===== src/rtl/hsis_pkg.sv =====
// Package: register map, field layout and state encoding of the interrupt microframe scheduler
package hsis_pkg;
  // ****************************************************************
  // Register offsets (byte addresses)
  // ****************************************************************
  localparam logic [11:0] OFF_DESC     = 12'h000;
  localparam logic [11:0] OFF_FRAME    = 12'h004;
  localparam logic [11:0] OFF_CNT_BASE = 12'h008;
  localparam logic [11:0] OFF_IRQ_STAT = 12'h018;
  localparam logic [11:0] OFF_IRQ_CLR  = 12'h01c;
  localparam logic [11:0] OFF_IRQ_EN   = 12'h020;
  localparam int          CNT_REGS     = 4;

  // ****************************************************************
  // Field layout
  // ****************************************************************
  localparam int UFRAMES    = 8;
  localparam int RES_W      = 3;
  localparam int RES_LSB    = 8;
  localparam int RES_ERR    = 0;
  localparam int RES_BABBLE = 1;
  localparam int RES_UNDER  = 2;
  localparam int FRAME_LSB  = 3;
  localparam int FRAME_W    = 5;
  localparam int CNT_W      = 12;
  localparam int CNT_HI_LSB = 16;
  localparam int IRQ_DONE   = 0;
  localparam int IRQ_ERR    = 1;
  localparam int IRQ_EMPTY  = 2;
  localparam int IRQ_W      = 3;

  // ****************************************************************
  // Reset values
  // ****************************************************************
  localparam logic [7:0]       RST_MASK  = 8'h00;
  localparam logic [7:0]       RST_FRAME = 8'h00;
  localparam logic [IRQ_W-1:0] RST_IRQ   = 3'h0;

  typedef enum logic [0:0] {HSIS_IDLE = 1'b0, HSIS_WAIT = 1'b1} hsis_state_e;
endpackage


===== src/rtl/hsis_sched_if.sv =====
// Interface: links between the register file and the microframe sequencer
`timescale 1ns/100ps
`default_nettype none
interface hsis_sched_if;
  logic [7:0]  mask;
  logic [4:0]  frame_field;
  logic        issue;
  logic [2:0]  issue_uf;
  logic        res_wr;
  logic [2:0]  res_uf;
  logic [2:0]  result;
  logic        cnt_wr;
  logic [11:0] cnt;

  modport sched (
    input  mask, frame_field,
    output issue, issue_uf, res_wr, res_uf, result, cnt_wr, cnt
  );
  modport regs (
    output mask, frame_field,
    input  issue, issue_uf, res_wr, res_uf, result, cnt_wr, cnt
  );
endinterface
`default_nettype wire


===== src/rtl/hsis_uframe_seq.sv =====
// Microframe sequencer: issues gated transactions and forms their results
`timescale 1ns/100ps
`default_nettype none
module hsis_uframe_seq (
  input  wire logic        clk_in,
  input  wire logic        rst_n_in,
  input  wire logic        uframe_start_in,
  input  wire logic [2:0]  uframe_idx_in,
  input  wire logic [4:0]  bus_frame_in,
  input  wire logic        done_in,
  input  wire logic        in_token_in,
  input  wire logic        err_in,
  input  wire logic        babble_in,
  input  wire logic        underrun_in,
  input  wire logic [11:0] bytes_in,
  hsis_sched_if.sched      sif
);
  hsis_pkg::hsis_state_e state_r;
  logic                  match;

  assign match = (bus_frame_in == sif.frame_field) && sif.mask[uframe_idx_in];

  // ****************************************************************
  // Sequencing
  // ****************************************************************
  always_ff @(posedge clk_in or negedge rst_n_in) begin
    if (!rst_n_in) begin
      state_r      <= hsis_pkg::HSIS_IDLE;
      sif.issue    <= 1'b0;
      sif.issue_uf <= 3'h0;
      sif.res_wr   <= 1'b0;
      sif.res_uf   <= 3'h0;
      sif.result   <= 3'h0;
      sif.cnt_wr   <= 1'b0;
      sif.cnt      <= 12'h000;
    end else begin
      sif.issue  <= 1'b0;
      sif.res_wr <= 1'b0;
      sif.cnt_wr <= 1'b0;
      unique case (state_r)
        hsis_pkg::HSIS_IDLE: begin
          if (uframe_start_in && match) begin
            sif.issue    <= 1'b1;
            sif.issue_uf <= uframe_idx_in;
            state_r      <= hsis_pkg::HSIS_WAIT;
          end
        end
        hsis_pkg::HSIS_WAIT: begin
          if (done_in) begin
            sif.res_wr                       <= 1'b1;
            sif.res_uf                       <= sif.issue_uf;
            sif.result[hsis_pkg::RES_ERR]    <= err_in;
            sif.result[hsis_pkg::RES_BABBLE] <= babble_in & in_token_in;
            sif.result[hsis_pkg::RES_UNDER]  <= underrun_in & ~in_token_in;
            sif.cnt_wr                       <= in_token_in;
            sif.cnt                          <= bytes_in;
            state_r                          <= hsis_pkg::HSIS_IDLE;
          end
        end
      endcase
    end
  end
endmodule
`default_nettype wire


===== src/rtl/hsis_sched_top.sv =====
// Top: APB register file, interrupt logic and sequencer of the interrupt microframe scheduler
`timescale 1ns/100ps
`default_nettype none

module hsis_sched_top (
  input  wire logic        CORE_CLK_IN,
  input  wire logic        RST_N_IN,
  input  wire logic        PSEL_IN,
  input  wire logic        PENABLE_IN,
  input  wire logic        PWRITE_IN,
  input  wire logic [11:0] PADDR_IN,
  input  wire logic [31:0] PWDATA_IN,
  output logic      [31:0] PRDATA_OUT,
  output logic             PREADY_OUT,
  output logic             PSLVERR_OUT,
  input  wire logic        UFRAME_START_IN,
  input  wire logic [2:0]  UFRAME_IDX_IN,
  input  wire logic [4:0]  BUS_FRAME_IN,
  input  wire logic        XACT_DONE_IN,
  input  wire logic        XACT_IN_TOKEN_IN,
  input  wire logic        XACT_ERR_IN,
  input  wire logic        XACT_BABBLE_IN,
  input  wire logic        XACT_UNDERRUN_IN,
  input  wire logic [11:0] XACT_BYTES_IN,
  output logic             XACT_REQ_OUT,
  output logic      [2:0]  XACT_UFRAME_OUT,
  output logic             IRQ_OUT
);
  // ****************************************************************
  // Declarations
  // ****************************************************************
  hsis_sched_if sif ();

  logic [7:0]                  mask_r;
  logic [7:0]                  mask_nxt;
  logic [7:0]                  mask_set;
  logic [7:0]                  mask_clr;
  logic [7:0]                  frame_r;
  logic [hsis_pkg::RES_W-1:0]  res_r [hsis_pkg::UFRAMES];
  logic [hsis_pkg::CNT_W-1:0]  cnt_r [hsis_pkg::UFRAMES];
  logic [hsis_pkg::IRQ_W-1:0]  irq_stat_r;
  logic [hsis_pkg::IRQ_W-1:0]  irq_stat_nxt;
  logic [hsis_pkg::IRQ_W-1:0]  irq_en_r;
  logic [hsis_pkg::IRQ_W-1:0]  irq_ev;
  logic [hsis_pkg::IRQ_W-1:0]  irq_clr;
  logic [31:0]                 prdata_r;
  logic                        pready_r;
  logic                        pslverr_r;
  logic                        irq_r;
  logic                        acc_first;
  logic                        wr_en;
  logic                        wr_desc;
  logic [31:0]                 rd_word;

  // ****************************************************************
  // Address decoding
  // ****************************************************************
  function automatic logic addr_ok(input logic [11:0] addr);
    logic ok;
    ok = (addr == hsis_pkg::OFF_DESC) || (addr == hsis_pkg::OFF_FRAME) ||
         (addr == hsis_pkg::OFF_IRQ_STAT) || (addr == hsis_pkg::OFF_IRQ_CLR) ||
         (addr == hsis_pkg::OFF_IRQ_EN);
    for (int k = 0; k < hsis_pkg::CNT_REGS; k++) begin
      ok = ok || (addr == hsis_pkg::OFF_CNT_BASE + 12'(4 * k));
    end
    return ok;
  endfunction

  assign acc_first = PSEL_IN && PENABLE_IN && !pready_r;
  assign wr_en     = PSEL_IN && PENABLE_IN && pready_r && PWRITE_IN && addr_ok(PADDR_IN);
  assign wr_desc   = wr_en && (PADDR_IN == hsis_pkg::OFF_DESC);

  // ****************************************************************
  // Read multiplexer
  // ****************************************************************
  always_comb begin
    rd_word = 32'h0000_0000;
    if (PADDR_IN == hsis_pkg::OFF_DESC) begin
      rd_word[7:0] = mask_r;
      for (int k = 0; k < hsis_pkg::UFRAMES; k++) begin
        rd_word[hsis_pkg::RES_LSB + hsis_pkg::RES_W * k +: hsis_pkg::RES_W] = res_r[k];
      end
    end else if (PADDR_IN == hsis_pkg::OFF_FRAME) begin
      rd_word[7:0] = frame_r;
    end else if (PADDR_IN == hsis_pkg::OFF_IRQ_STAT) begin
      rd_word[hsis_pkg::IRQ_W-1:0] = irq_stat_r;
    end else if (PADDR_IN == hsis_pkg::OFF_IRQ_EN) begin
      rd_word[hsis_pkg::IRQ_W-1:0] = irq_en_r;
    end else begin
      for (int k = 0; k < hsis_pkg::CNT_REGS; k++) begin
        if (PADDR_IN == hsis_pkg::OFF_CNT_BASE + 12'(4 * k)) begin
          rd_word[hsis_pkg::CNT_W-1:0] = cnt_r[2 * k];
          rd_word[hsis_pkg::CNT_HI_LSB +: hsis_pkg::CNT_W] = cnt_r[2 * k + 1];
        end
      end
    end
  end

  // ****************************************************************
  // APB handshake: one wait state, answer on the second access cycle
  // ****************************************************************
  always_ff @(posedge CORE_CLK_IN or negedge RST_N_IN) begin
    if (!RST_N_IN) begin
      pready_r  <= 1'b0;
      prdata_r  <= 32'h0000_0000;
      pslverr_r <= 1'b0;
    end else begin
      pready_r  <= acc_first;
      pslverr_r <= acc_first && !addr_ok(PADDR_IN);
      if (acc_first && !PWRITE_IN) begin
        prdata_r <= rd_word;
      end else begin
        prdata_r <= 32'h0000_0000;
      end
    end
  end

  // ****************************************************************
  // Activation mask: software sets, hardware clears, set wins
  // ****************************************************************
  always_comb begin
    mask_set = wr_desc ? PWDATA_IN[7:0] : 8'h00;
    mask_clr = 8'h00;
    if (sif.res_wr) begin
      mask_clr[sif.res_uf] = 1'b1;
    end
    mask_nxt = (mask_r & ~mask_clr) | mask_set;
  end

  always_ff @(posedge CORE_CLK_IN or negedge RST_N_IN) begin
    if (!RST_N_IN) begin
      mask_r <= hsis_pkg::RST_MASK;
    end else begin
      mask_r <= mask_nxt;
    end
  end

  // ****************************************************************
  // Frame field of descriptor word two
  // ****************************************************************
  always_ff @(posedge CORE_CLK_IN or negedge RST_N_IN) begin
    if (!RST_N_IN) begin
      frame_r <= hsis_pkg::RST_FRAME;
    end else if (wr_en && PADDR_IN == hsis_pkg::OFF_FRAME) begin
      frame_r <= PWDATA_IN[7:0];
    end
  end

  assign sif.mask        = mask_r;
  assign sif.frame_field = frame_r[hsis_pkg::FRAME_LSB +: hsis_pkg::FRAME_W];

  // ****************************************************************
  // Per-microframe results and received byte counts
  // ****************************************************************
  generate
    for (genvar g = 0; g < hsis_pkg::UFRAMES; g++) begin : g_uf
      always_ff @(posedge CORE_CLK_IN or negedge RST_N_IN) begin
        if (!RST_N_IN) begin
          res_r[g] <= 3'h0;
        end else if (sif.res_wr && sif.res_uf == 3'(g)) begin
          res_r[g] <= sif.result;
        end
      end
      always_ff @(posedge CORE_CLK_IN or negedge RST_N_IN) begin
        if (!RST_N_IN) begin
          cnt_r[g] <= 12'h000;
        end else if (sif.cnt_wr && sif.res_uf == 3'(g)) begin
          cnt_r[g] <= sif.cnt;
        end
      end
    end
  endgenerate

  // ****************************************************************
  // Interrupt status, enable and clear
  // ****************************************************************
  always_comb begin
    irq_ev                      = 3'h0;
    irq_ev[hsis_pkg::IRQ_DONE]  = sif.res_wr;
    irq_ev[hsis_pkg::IRQ_ERR]   = sif.res_wr && (sif.result != 3'h0);
    irq_ev[hsis_pkg::IRQ_EMPTY] = sif.res_wr && (mask_r != 8'h00) && (mask_nxt == 8'h00);
    irq_clr = (wr_en && PADDR_IN == hsis_pkg::OFF_IRQ_CLR) ? PWDATA_IN[hsis_pkg::IRQ_W-1:0] : 3'h0;
    irq_stat_nxt = (irq_stat_r & ~irq_clr) | irq_ev;
  end

  always_ff @(posedge CORE_CLK_IN or negedge RST_N_IN) begin
    if (!RST_N_IN) begin
      irq_stat_r <= hsis_pkg::RST_IRQ;
    end else begin
      irq_stat_r <= irq_stat_nxt;
    end
  end

  always_ff @(posedge CORE_CLK_IN or negedge RST_N_IN) begin
    if (!RST_N_IN) begin
      irq_en_r <= hsis_pkg::RST_IRQ;
    end else if (wr_en && PADDR_IN == hsis_pkg::OFF_IRQ_EN) begin
      irq_en_r <= PWDATA_IN[hsis_pkg::IRQ_W-1:0];
    end
  end

  always_ff @(posedge CORE_CLK_IN or negedge RST_N_IN) begin
    if (!RST_N_IN) begin
      irq_r <= 1'b0;
    end else begin
      irq_r <= |(irq_stat_r & irq_en_r);
    end
  end

  // ****************************************************************
  // Sequencer
  // ****************************************************************
  hsis_uframe_seq u_seq (
    .clk_in          (CORE_CLK_IN),
    .rst_n_in        (RST_N_IN),
    .uframe_start_in (UFRAME_START_IN),
    .uframe_idx_in   (UFRAME_IDX_IN),
    .bus_frame_in    (BUS_FRAME_IN),
    .done_in         (XACT_DONE_IN),
    .in_token_in     (XACT_IN_TOKEN_IN),
    .err_in          (XACT_ERR_IN),
    .babble_in       (XACT_BABBLE_IN),
    .underrun_in     (XACT_UNDERRUN_IN),
    .bytes_in        (XACT_BYTES_IN),
    .sif             (sif.sched)
  );

  // ****************************************************************
  // Outputs
  // ****************************************************************
  assign PRDATA_OUT      = prdata_r;
  assign PREADY_OUT      = pready_r;
  assign PSLVERR_OUT     = pslverr_r;
  assign XACT_REQ_OUT    = sif.issue;
  assign XACT_UFRAME_OUT = sif.issue_uf;
  assign IRQ_OUT         = irq_r;
endmodule
`default_nettype wire


===== config.mk =====
export PLATFORM = sky130hd
export DESIGN_NAME = hsis_sched_top
export DESIGN_NICKNAME = d
export VERILOG_FILES = /design/src/rtl/hsis_pkg.sv /design/src/rtl/hsis_sched_if.sv /design/src/rtl/hsis_uframe_seq.sv /design/src/rtl/hsis_sched_top.sv
export SDC_FILE = /design/constraint.sdc
export NUM_CORES = 1
export LEC_CHECK = 0
export BUFFER_PORTS_ARGS = -buffer_cell sky130_fd_sc_hd__clkbuf_2
export CORE_UTILIZATION = 35
export DETAILED_ROUTE_END_ITERATION = 6
export PLACE_DENSITY = 0.52
export SYNTH_ARGS = -nofsm -noshare
export SYNTH_HDL_FRONTEND = slang
export SYNTH_HIERARCHICAL = 1
export SYNTH_SLANG_ARGS = --single-unit

===== constraint.sdc =====
create_clock -name CORE_CLK_IN -period 2.3 [get_ports CORE_CLK_IN]
set_input_delay 0.23 -clock CORE_CLK_IN [delete_from_list [all_inputs] [get_ports CORE_CLK_IN]]
set_output_delay 0.23 -clock CORE_CLK_IN [all_outputs]
set_load 0.05 [all_outputs]

# [After elaboration in Yosys (flattened, before gate mapping)]
# Index checks and enable logic that the tools add are counted.
[word_totals] reg_bits=202 in_bits=75 out_inout_bits=39 word_cells=151
[classes] magnitude_cmp=3 eq_ne=16 mux=37 n_bitwise=11 n_reduce_logical=52
[op_table] op="12-bit 2-to-1 mux" n=13
[op_table] op="12-bit by 5-bit == test with 1-bit output (second input constant)" n=4
[op_table] op="1-bit logical AND" n=33
[op_table] op="32-bit 2-to-1 mux" n=1
[op_table] op="12-bit by 4-bit == test with 1-bit output (second input constant)" n=2
[op_table] op="8-bit 2-to-1 mux" n=3
[op_table] op="9-bit 2-to-1 mux" n=2
[op_table] op="12-bit by 3-bit == test with 1-bit output (second input constant)" n=1
[op_table] op="12-bit by 6-bit == test with 1-bit output (second input constant)" n=1
[op_table] op="3-bit == test (second input constant)" n=4
[op_table] op="12-bit zero test" n=1
[op_table] op="4-bit 2-to-1 mux" n=3
[op_table] op="1-bit 2-to-1 mux" n=9
[op_table] op="3-bit 2-to-1 mux" n=3
[op_table] op="8-bit bitwise AND" n=1
[op_table] op="8-bit zero test" n=1
[op_table] op="1-bit logical OR" n=8
[op_table] op="3-bit by 4-bit < comparator with 1-bit output (second input constant)" n=2
[op_table] op="8-bit inverter" n=1
[op_table] op="8-bit bitwise OR" n=1
[op_table] op="8-bit nonzero test" n=1
[op_table] op="3-bit bitwise AND" n=2
[op_table] op="3-bit by 2-bit == test with 1-bit output (second input constant)" n=2
[op_table] op="5-bit == test" n=1
[op_table] op="14 further kinds" n=19

# [Longest topological paths before layout]
[depth] depth_word=16 mapped_depth=8 mapped_depth_nobuf=5

# [Cells and area by module]
# The synthesis kept the hierarchy.
[by_module_without_submodules] mod="hsis_sched_top" n_inst=1 cells_each=575 area_each_um2=7777.5 seq_area_each_um2=4429.2
[by_module_without_submodules] mod="hsis_uframe_seq" n_inst=1 cells_each=74 area_each_um2=1051.0 seq_area_each_um2=625.6

# [Worst setup path after synthesis]
# No wires, ideal clock.
[synth_path] path_kind="flip-flop to flip-flop" startpoint="register pready_r (netlist: PREADY_OUT)" endpoint="register irq_en_r[0] in the netlist's numbering" setup_time_ps=125 arrival_time_ps=2085 required_time_ps=2175 setup_slack_ps=90 stages_incl_launch_ff=5 n_path_buf=0 period_less_slack_ps=2210 path_cell_list="dfrtp_1 -> nand4_2 -> or4b_4 -> nor4_4 -> mux2_2"
[synth_between] elab_chain_cells=4
[synth_rtl] element="start: declaration" line_no="hsis_sched_top.sv:47" source="logic pready_r;"
[synth_rtl] element="start signal: assignment" line_no="hsis_sched_top.sv:108" source="pready_r <= acc_first;"
[synth_rtl] element="1-bit logical AND (3 in a row)" line_no="hsis_sched_top.sv:70" source="assign wr_en = PSEL_IN && PENABLE_IN && pready_r && PWRITE_IN && addr_ok(PADDR_IN);"
[synth_rtl] element="1-bit logical AND" line_no="hsis_sched_top.sv:197" source="end else if (wr_en && PADDR_IN == hsis_pkg::OFF_IRQ_EN) begin"
[synth_rtl] element="end signal: assignment" line_no="hsis_sched_top.sv:196" source="irq_en_r <= hsis_pkg::RST_IRQ;"
[synth_rtl] element="end signal: assignment" line_no="hsis_sched_top.sv:198" source="irq_en_r <= PWDATA_IN[hsis_pkg::IRQ_W-1:0];"
[synth_rtl] element="end: declaration" line_no="hsis_sched_top.sv:43" source="logic [hsis_pkg::IRQ_W-1:0] irq_en_r;"
# Every way passes these cells.
# A chain may end at the register's enable or synchronous reset.

# [Final worst setup path]
[layout_path] startpoint="register pready_r (netlist: PREADY_OUT)" endpoint="register irq_stat_r[2] in the netlist's numbering"
[layout_between] elab_chain_cells=9 elab_cells_between_ends=13 classes_between="2 x mux; 4 x bitwise; 7 x reduce/logical"
[layout_rtl] element="1-bit logical AND * (3 in a row)" line_no="hsis_sched_top.sv:70"
[layout_rtl] element="1-bit logical AND" line_no="hsis_sched_top.sv:71" source="assign wr_desc = wr_en && (PADDR_IN == hsis_pkg::OFF_DESC);"
[layout_rtl] element="8-bit 2-to-1 mux" line_no="hsis_sched_top.sv:122" source="mask_set = wr_desc ? PWDATA_IN[7:0] : 8'h00;"
[layout_rtl] element="8-bit bitwise OR" line_no="hsis_sched_top.sv:127" source="mask_nxt = (mask_r & ~mask_clr) | mask_set;"
[layout_rtl] element="8-bit zero test" line_no="hsis_sched_top.sv:181" source="irq_ev[hsis_pkg::IRQ_EMPTY] = sif.res_wr && (mask_r != 8'h00) && (mask_nxt == 8'h00);"
[layout_rtl] element="1-bit logical AND" line_no="hsis_sched_top.sv:181"
[layout_rtl] element="3-bit bitwise OR *" line_no="hsis_sched_top.sv:183" source="irq_stat_nxt = (irq_stat_r & ~irq_clr) | irq_ev;"
[layout_rtl] element="named net irq_stat_nxt (one bit)" line_no="hsis_sched_top.sv:42" source="logic [hsis_pkg::IRQ_W-1:0] irq_stat_nxt;"
[layout_rtl] element="end signal: assignment" line_no="hsis_sched_top.sv:188" source="irq_stat_r <= hsis_pkg::RST_IRQ;"
[layout_rtl] element="end signal: assignment" line_no="hsis_sched_top.sv:190" source="irq_stat_r <= irq_stat_nxt;"
[layout_rtl] element="end: declaration" line_no="hsis_sched_top.sv:41" source="logic [hsis_pkg::IRQ_W-1:0] irq_stat_r;"
# Mark *: on every way through the listed nets, which the timed path passes. The rest lies on a longest branch.

==> impl_metrics.tcl <==
set metrics [dict create \
    fmax_ghz 0.531 \
    p_sw_mw 1.73 \
    setup.worst_path.class "reg2reg" \
    internal_power_mw 5.70 \
    wl_microns 21800 \
    syn_inst 649 \
    hold_buffers 24 \
    hold_class "in2reg" \
    cts_resized 0 \
    synth_top_family_by_area "multiplexers" \
    synth_fp_nets 724 \
    coreArea_sq_um 24500 \
    yosysMostFrequentCell "dfrtp_1" \
    dieHeight_microns 161 \
    placed_area_sq_um 9820 \
    clock_path_buffers 3 \
    gp_congestion 0.864 \
    wl_per_cell_microns 19.4 \
    grt_pass1_vias 6306 \
    synthTopCellsByArea "dfrtp_1 57%, mux2_2 21%, a222oi_1 2.4%" \
    yosysTopAreaCellShare_pct 57.3 \
    place_hpwl_microns 15400 \
    synth.ff_latch_count 202 \
    fillers 2290 \
    numCtsBuffers 23 \
    synth_top_area_cell "dfrtp_1" \
    finalCriticalPeriod_ns 1.88 \
    worstSetupStartpointType "register" \
    area_growth_pct 21.6 \
    grt_use_total_pct 17.5 \
    tightestPinTransition_ns 0.907 \
    path_cells "nand4_2 > or4b_4 > nor4_2 > a21boi_0 > a31o_1" \
    cts-htree-levels 1 \
    netlist_top_cells_count "202 x dfrtp_1, 164 x mux2_2, 34 x nand2_1, 24 x o21ai_0, 21 x a222oi_1" \
    synth_fa_ha_area_share_pct 0 \
    cp-end-kind "register" \
    whs_ns 0.0210 \
    initialDrtViolationCount 374 \
    vdd_drop_max_v 0.000341 \
    fin_nets 860 \
    cts_root_buf "clkbuf_16" \
    layoutNonFillerInstCount 1124 \
    finalHoldViolCount 0 \
    drv_slew 0 \
    antenna_found_initial 0 \
    ant_nets 0 \
    num_rows 57 \
    vias_per_cell 5.23 \
    fp.dieW_microns 161 \
    synth_ff_type "dfrtp_1" \
    cpMaxStageDelayCell "or4b_4" \
    status "finished clean" \
    synth-xor-area-share_pct 0.496 \
    finalSetupTns_ns 0 \
    drcViolationCount 0 \
    post-place-ws_ns 0.200 \
    clkPwrFrac_pct 44.6 \
    crit_fanout 5 \
    synth-simple-area-share_pct 9.30 \
    setup_viol 0 \
    synth_compound_area_share_pct 8.48 \
    fin_util_pct 43.8 \
    ios 114 \
    cts.sinks 202 \
    async_reset_ff_share_pct 100 \
    grt_pass1_wl_microns 35100 \
    start_util_pct 36.0 \
    cts_setup_buffers 0 \
    relSlewSlack_pct 39.4 \
    clkTransAtPathRegs_ns 0.06 \
    period_share_pct 81.9 \
    syn_area_sq_um 8830 \
    powerDensity_nw_per_um2 692 \
    finalWorstSetupSlack_ns 0.417 \
    ys.warnings.count 6 \
    dr.pass1.iters 5 \
    switching_share_pct 23.3 \
    yosys.cell_types.count 63 \
    rrSetupSlack_ns 0.42 \
    rsz0062_at_grt "false" \
    finalInstanceArea_sq_um 10700 \
    post_route_cells_drive_above_1_share_pct 41.9 \
    fin_skew_ns 0.0171 \
    syn_area_per_cell_sq_um 13.6 \
    overflow 0 \
    synth_edf_count 0 \
    power_frac_comb_pct 5.1 \
    io_buffers 89 \
    vias 5875 \
    placed_cells 1060 \
    fp.dieArea_sq_um 25900 \
    total_power_mw 7.43 \
    ys_seq_area_share_pct 57.3 \
    cts_tree "built" \
    power_leakage_nw 5.22 \
    cp.arrival_ns 2.28 \
    synthMuxAreaShare_pct 22.4 \
    clk_latency_ns 0.51 \
    antenna_cells 0 \
    drv_cap 0 \
    grt_max_degree 66 \
    cp.required_ns 2.69 \
    cpPeakStageDelay_ns 0.53 \
    pwr-share-seq_pct 50.3 \
]
state kept, by name, summed over array words and instances (netlist names):
register and cells:
u_seq/sif.cnt_wr 1, u_seq/sif.issue 1, PREADY_OUT 1, u_seq/sif.issue_uf 3, u_seq/state_r 1, PSLVERR_OUT 1, irq_en_r 3, cnt_r 96
u_seq/sif.res_uf 3, u_seq/sif.result 3, PRDATA_OUT 32, u_seq/sif.res_wr 1, irq_stat_r 3, mask_r 8, res_r 24, IRQ_OUT 1
frame_r 8, u_seq/sif.cnt 12
routing by layer:
metal  part of all wire [%]  up-vias  GRT usage, %
met4                    2.3        0          5.92
met5                      0        -             0
met1                     47     2979          23.9
met2                     47      151          28.7
li1                       -     2707             -
met3                    4.0       38          2.22
power by group through the flow:
stage / clock network, mW / logic, mW / registers [mW]
final: 3.31 / 0.383 / 3.74
after CTS: 3.42 / 0.390 / 3.74
after floorplan: 0 / 0.152 / 3.76
after global routing: 3.55 / 0.425 / 3.75
after global placement: 0 / 0.351 / 3.79
after detailed placement: 0 / 0.358 / 3.80
area by class of cell:
| class | instances | area, sq um | share of cell area (%) |
|---|---|---|---|
| clock buffers | 34 | 647 | 6.02 |
| clock inverters | 6 | 33.8 | 0.315 |
| inverters | 8 | 30.0 | 0.280 |
| multi-input cells | 409 | 3590 | 33.4 |
| flip-flops and latches | 202 | 5050 | 47.1 |
| well taps | 324 | 405 | 3.77 |
| repair buffers | 141 | 980 | 9.12 |
final timing paths:
kind / to / cells after the start / from
setup / recovery: irq_stat_r[2] / 5 / PREADY_OUT
hold / removal: frame_r[4] / 2 / PWDATA_IN[4]
setup reg to reg: irq_stat_r[2] / 5 / PREADY_OUT
hold reg to reg: PRDATA_OUT[14] / 1 / res_r[15]
max in group asynchronous: cnt_r[84] / 3 / RST_N_IN
min in group asynchronous: cnt_r[57] / 2 / RST_N_IN
worst max-delay path: cells and delay by family (launching register included):
family             cells  cell delay, ns
and+or+nand+nor        3            0.99
AOI/OAI and AO/OA      2            0.36
DFF                    1            0.41
cell families (layout without fill, tap and decap cells):
family / Yosys count / count (layout)
simple gates: 127 / 127
xor+xnor: 5 / 5
buf+inv: 38 / 189
flops: 202 / 202
compound gates: 102 / 102
mux: 175 / 175
cell usage in the layout (no fill, tap or decap), types with 8 or more instances in the layout:
cell | netlist | layout
dfrtp_1 | 202 | 202
mux2_2 | 164 | 164
clkbuf_2 | 0 | 88
nand2_1 | 34 | 34
o21ai_0 | 24 | 24
dlygate4sd3_1 | 0 | 24
clkbuf_16 | 0 | 23
buf_4 | 3 | 22
a222oi_1 | 21 | 21
nor2_1 | 14 | 14
o22ai_1 | 10 | 10
nand3_1 | 10 | 10
mux2i_1 | 8 | 8
a22oi_1 | 8 | 8
nand2b_1 | 8 | 8
inv_1 | 8 | 8
and2_1 | 8 | 8
clkbuf_1 | 9 | 8
Power figures use the tool's default switching activity.
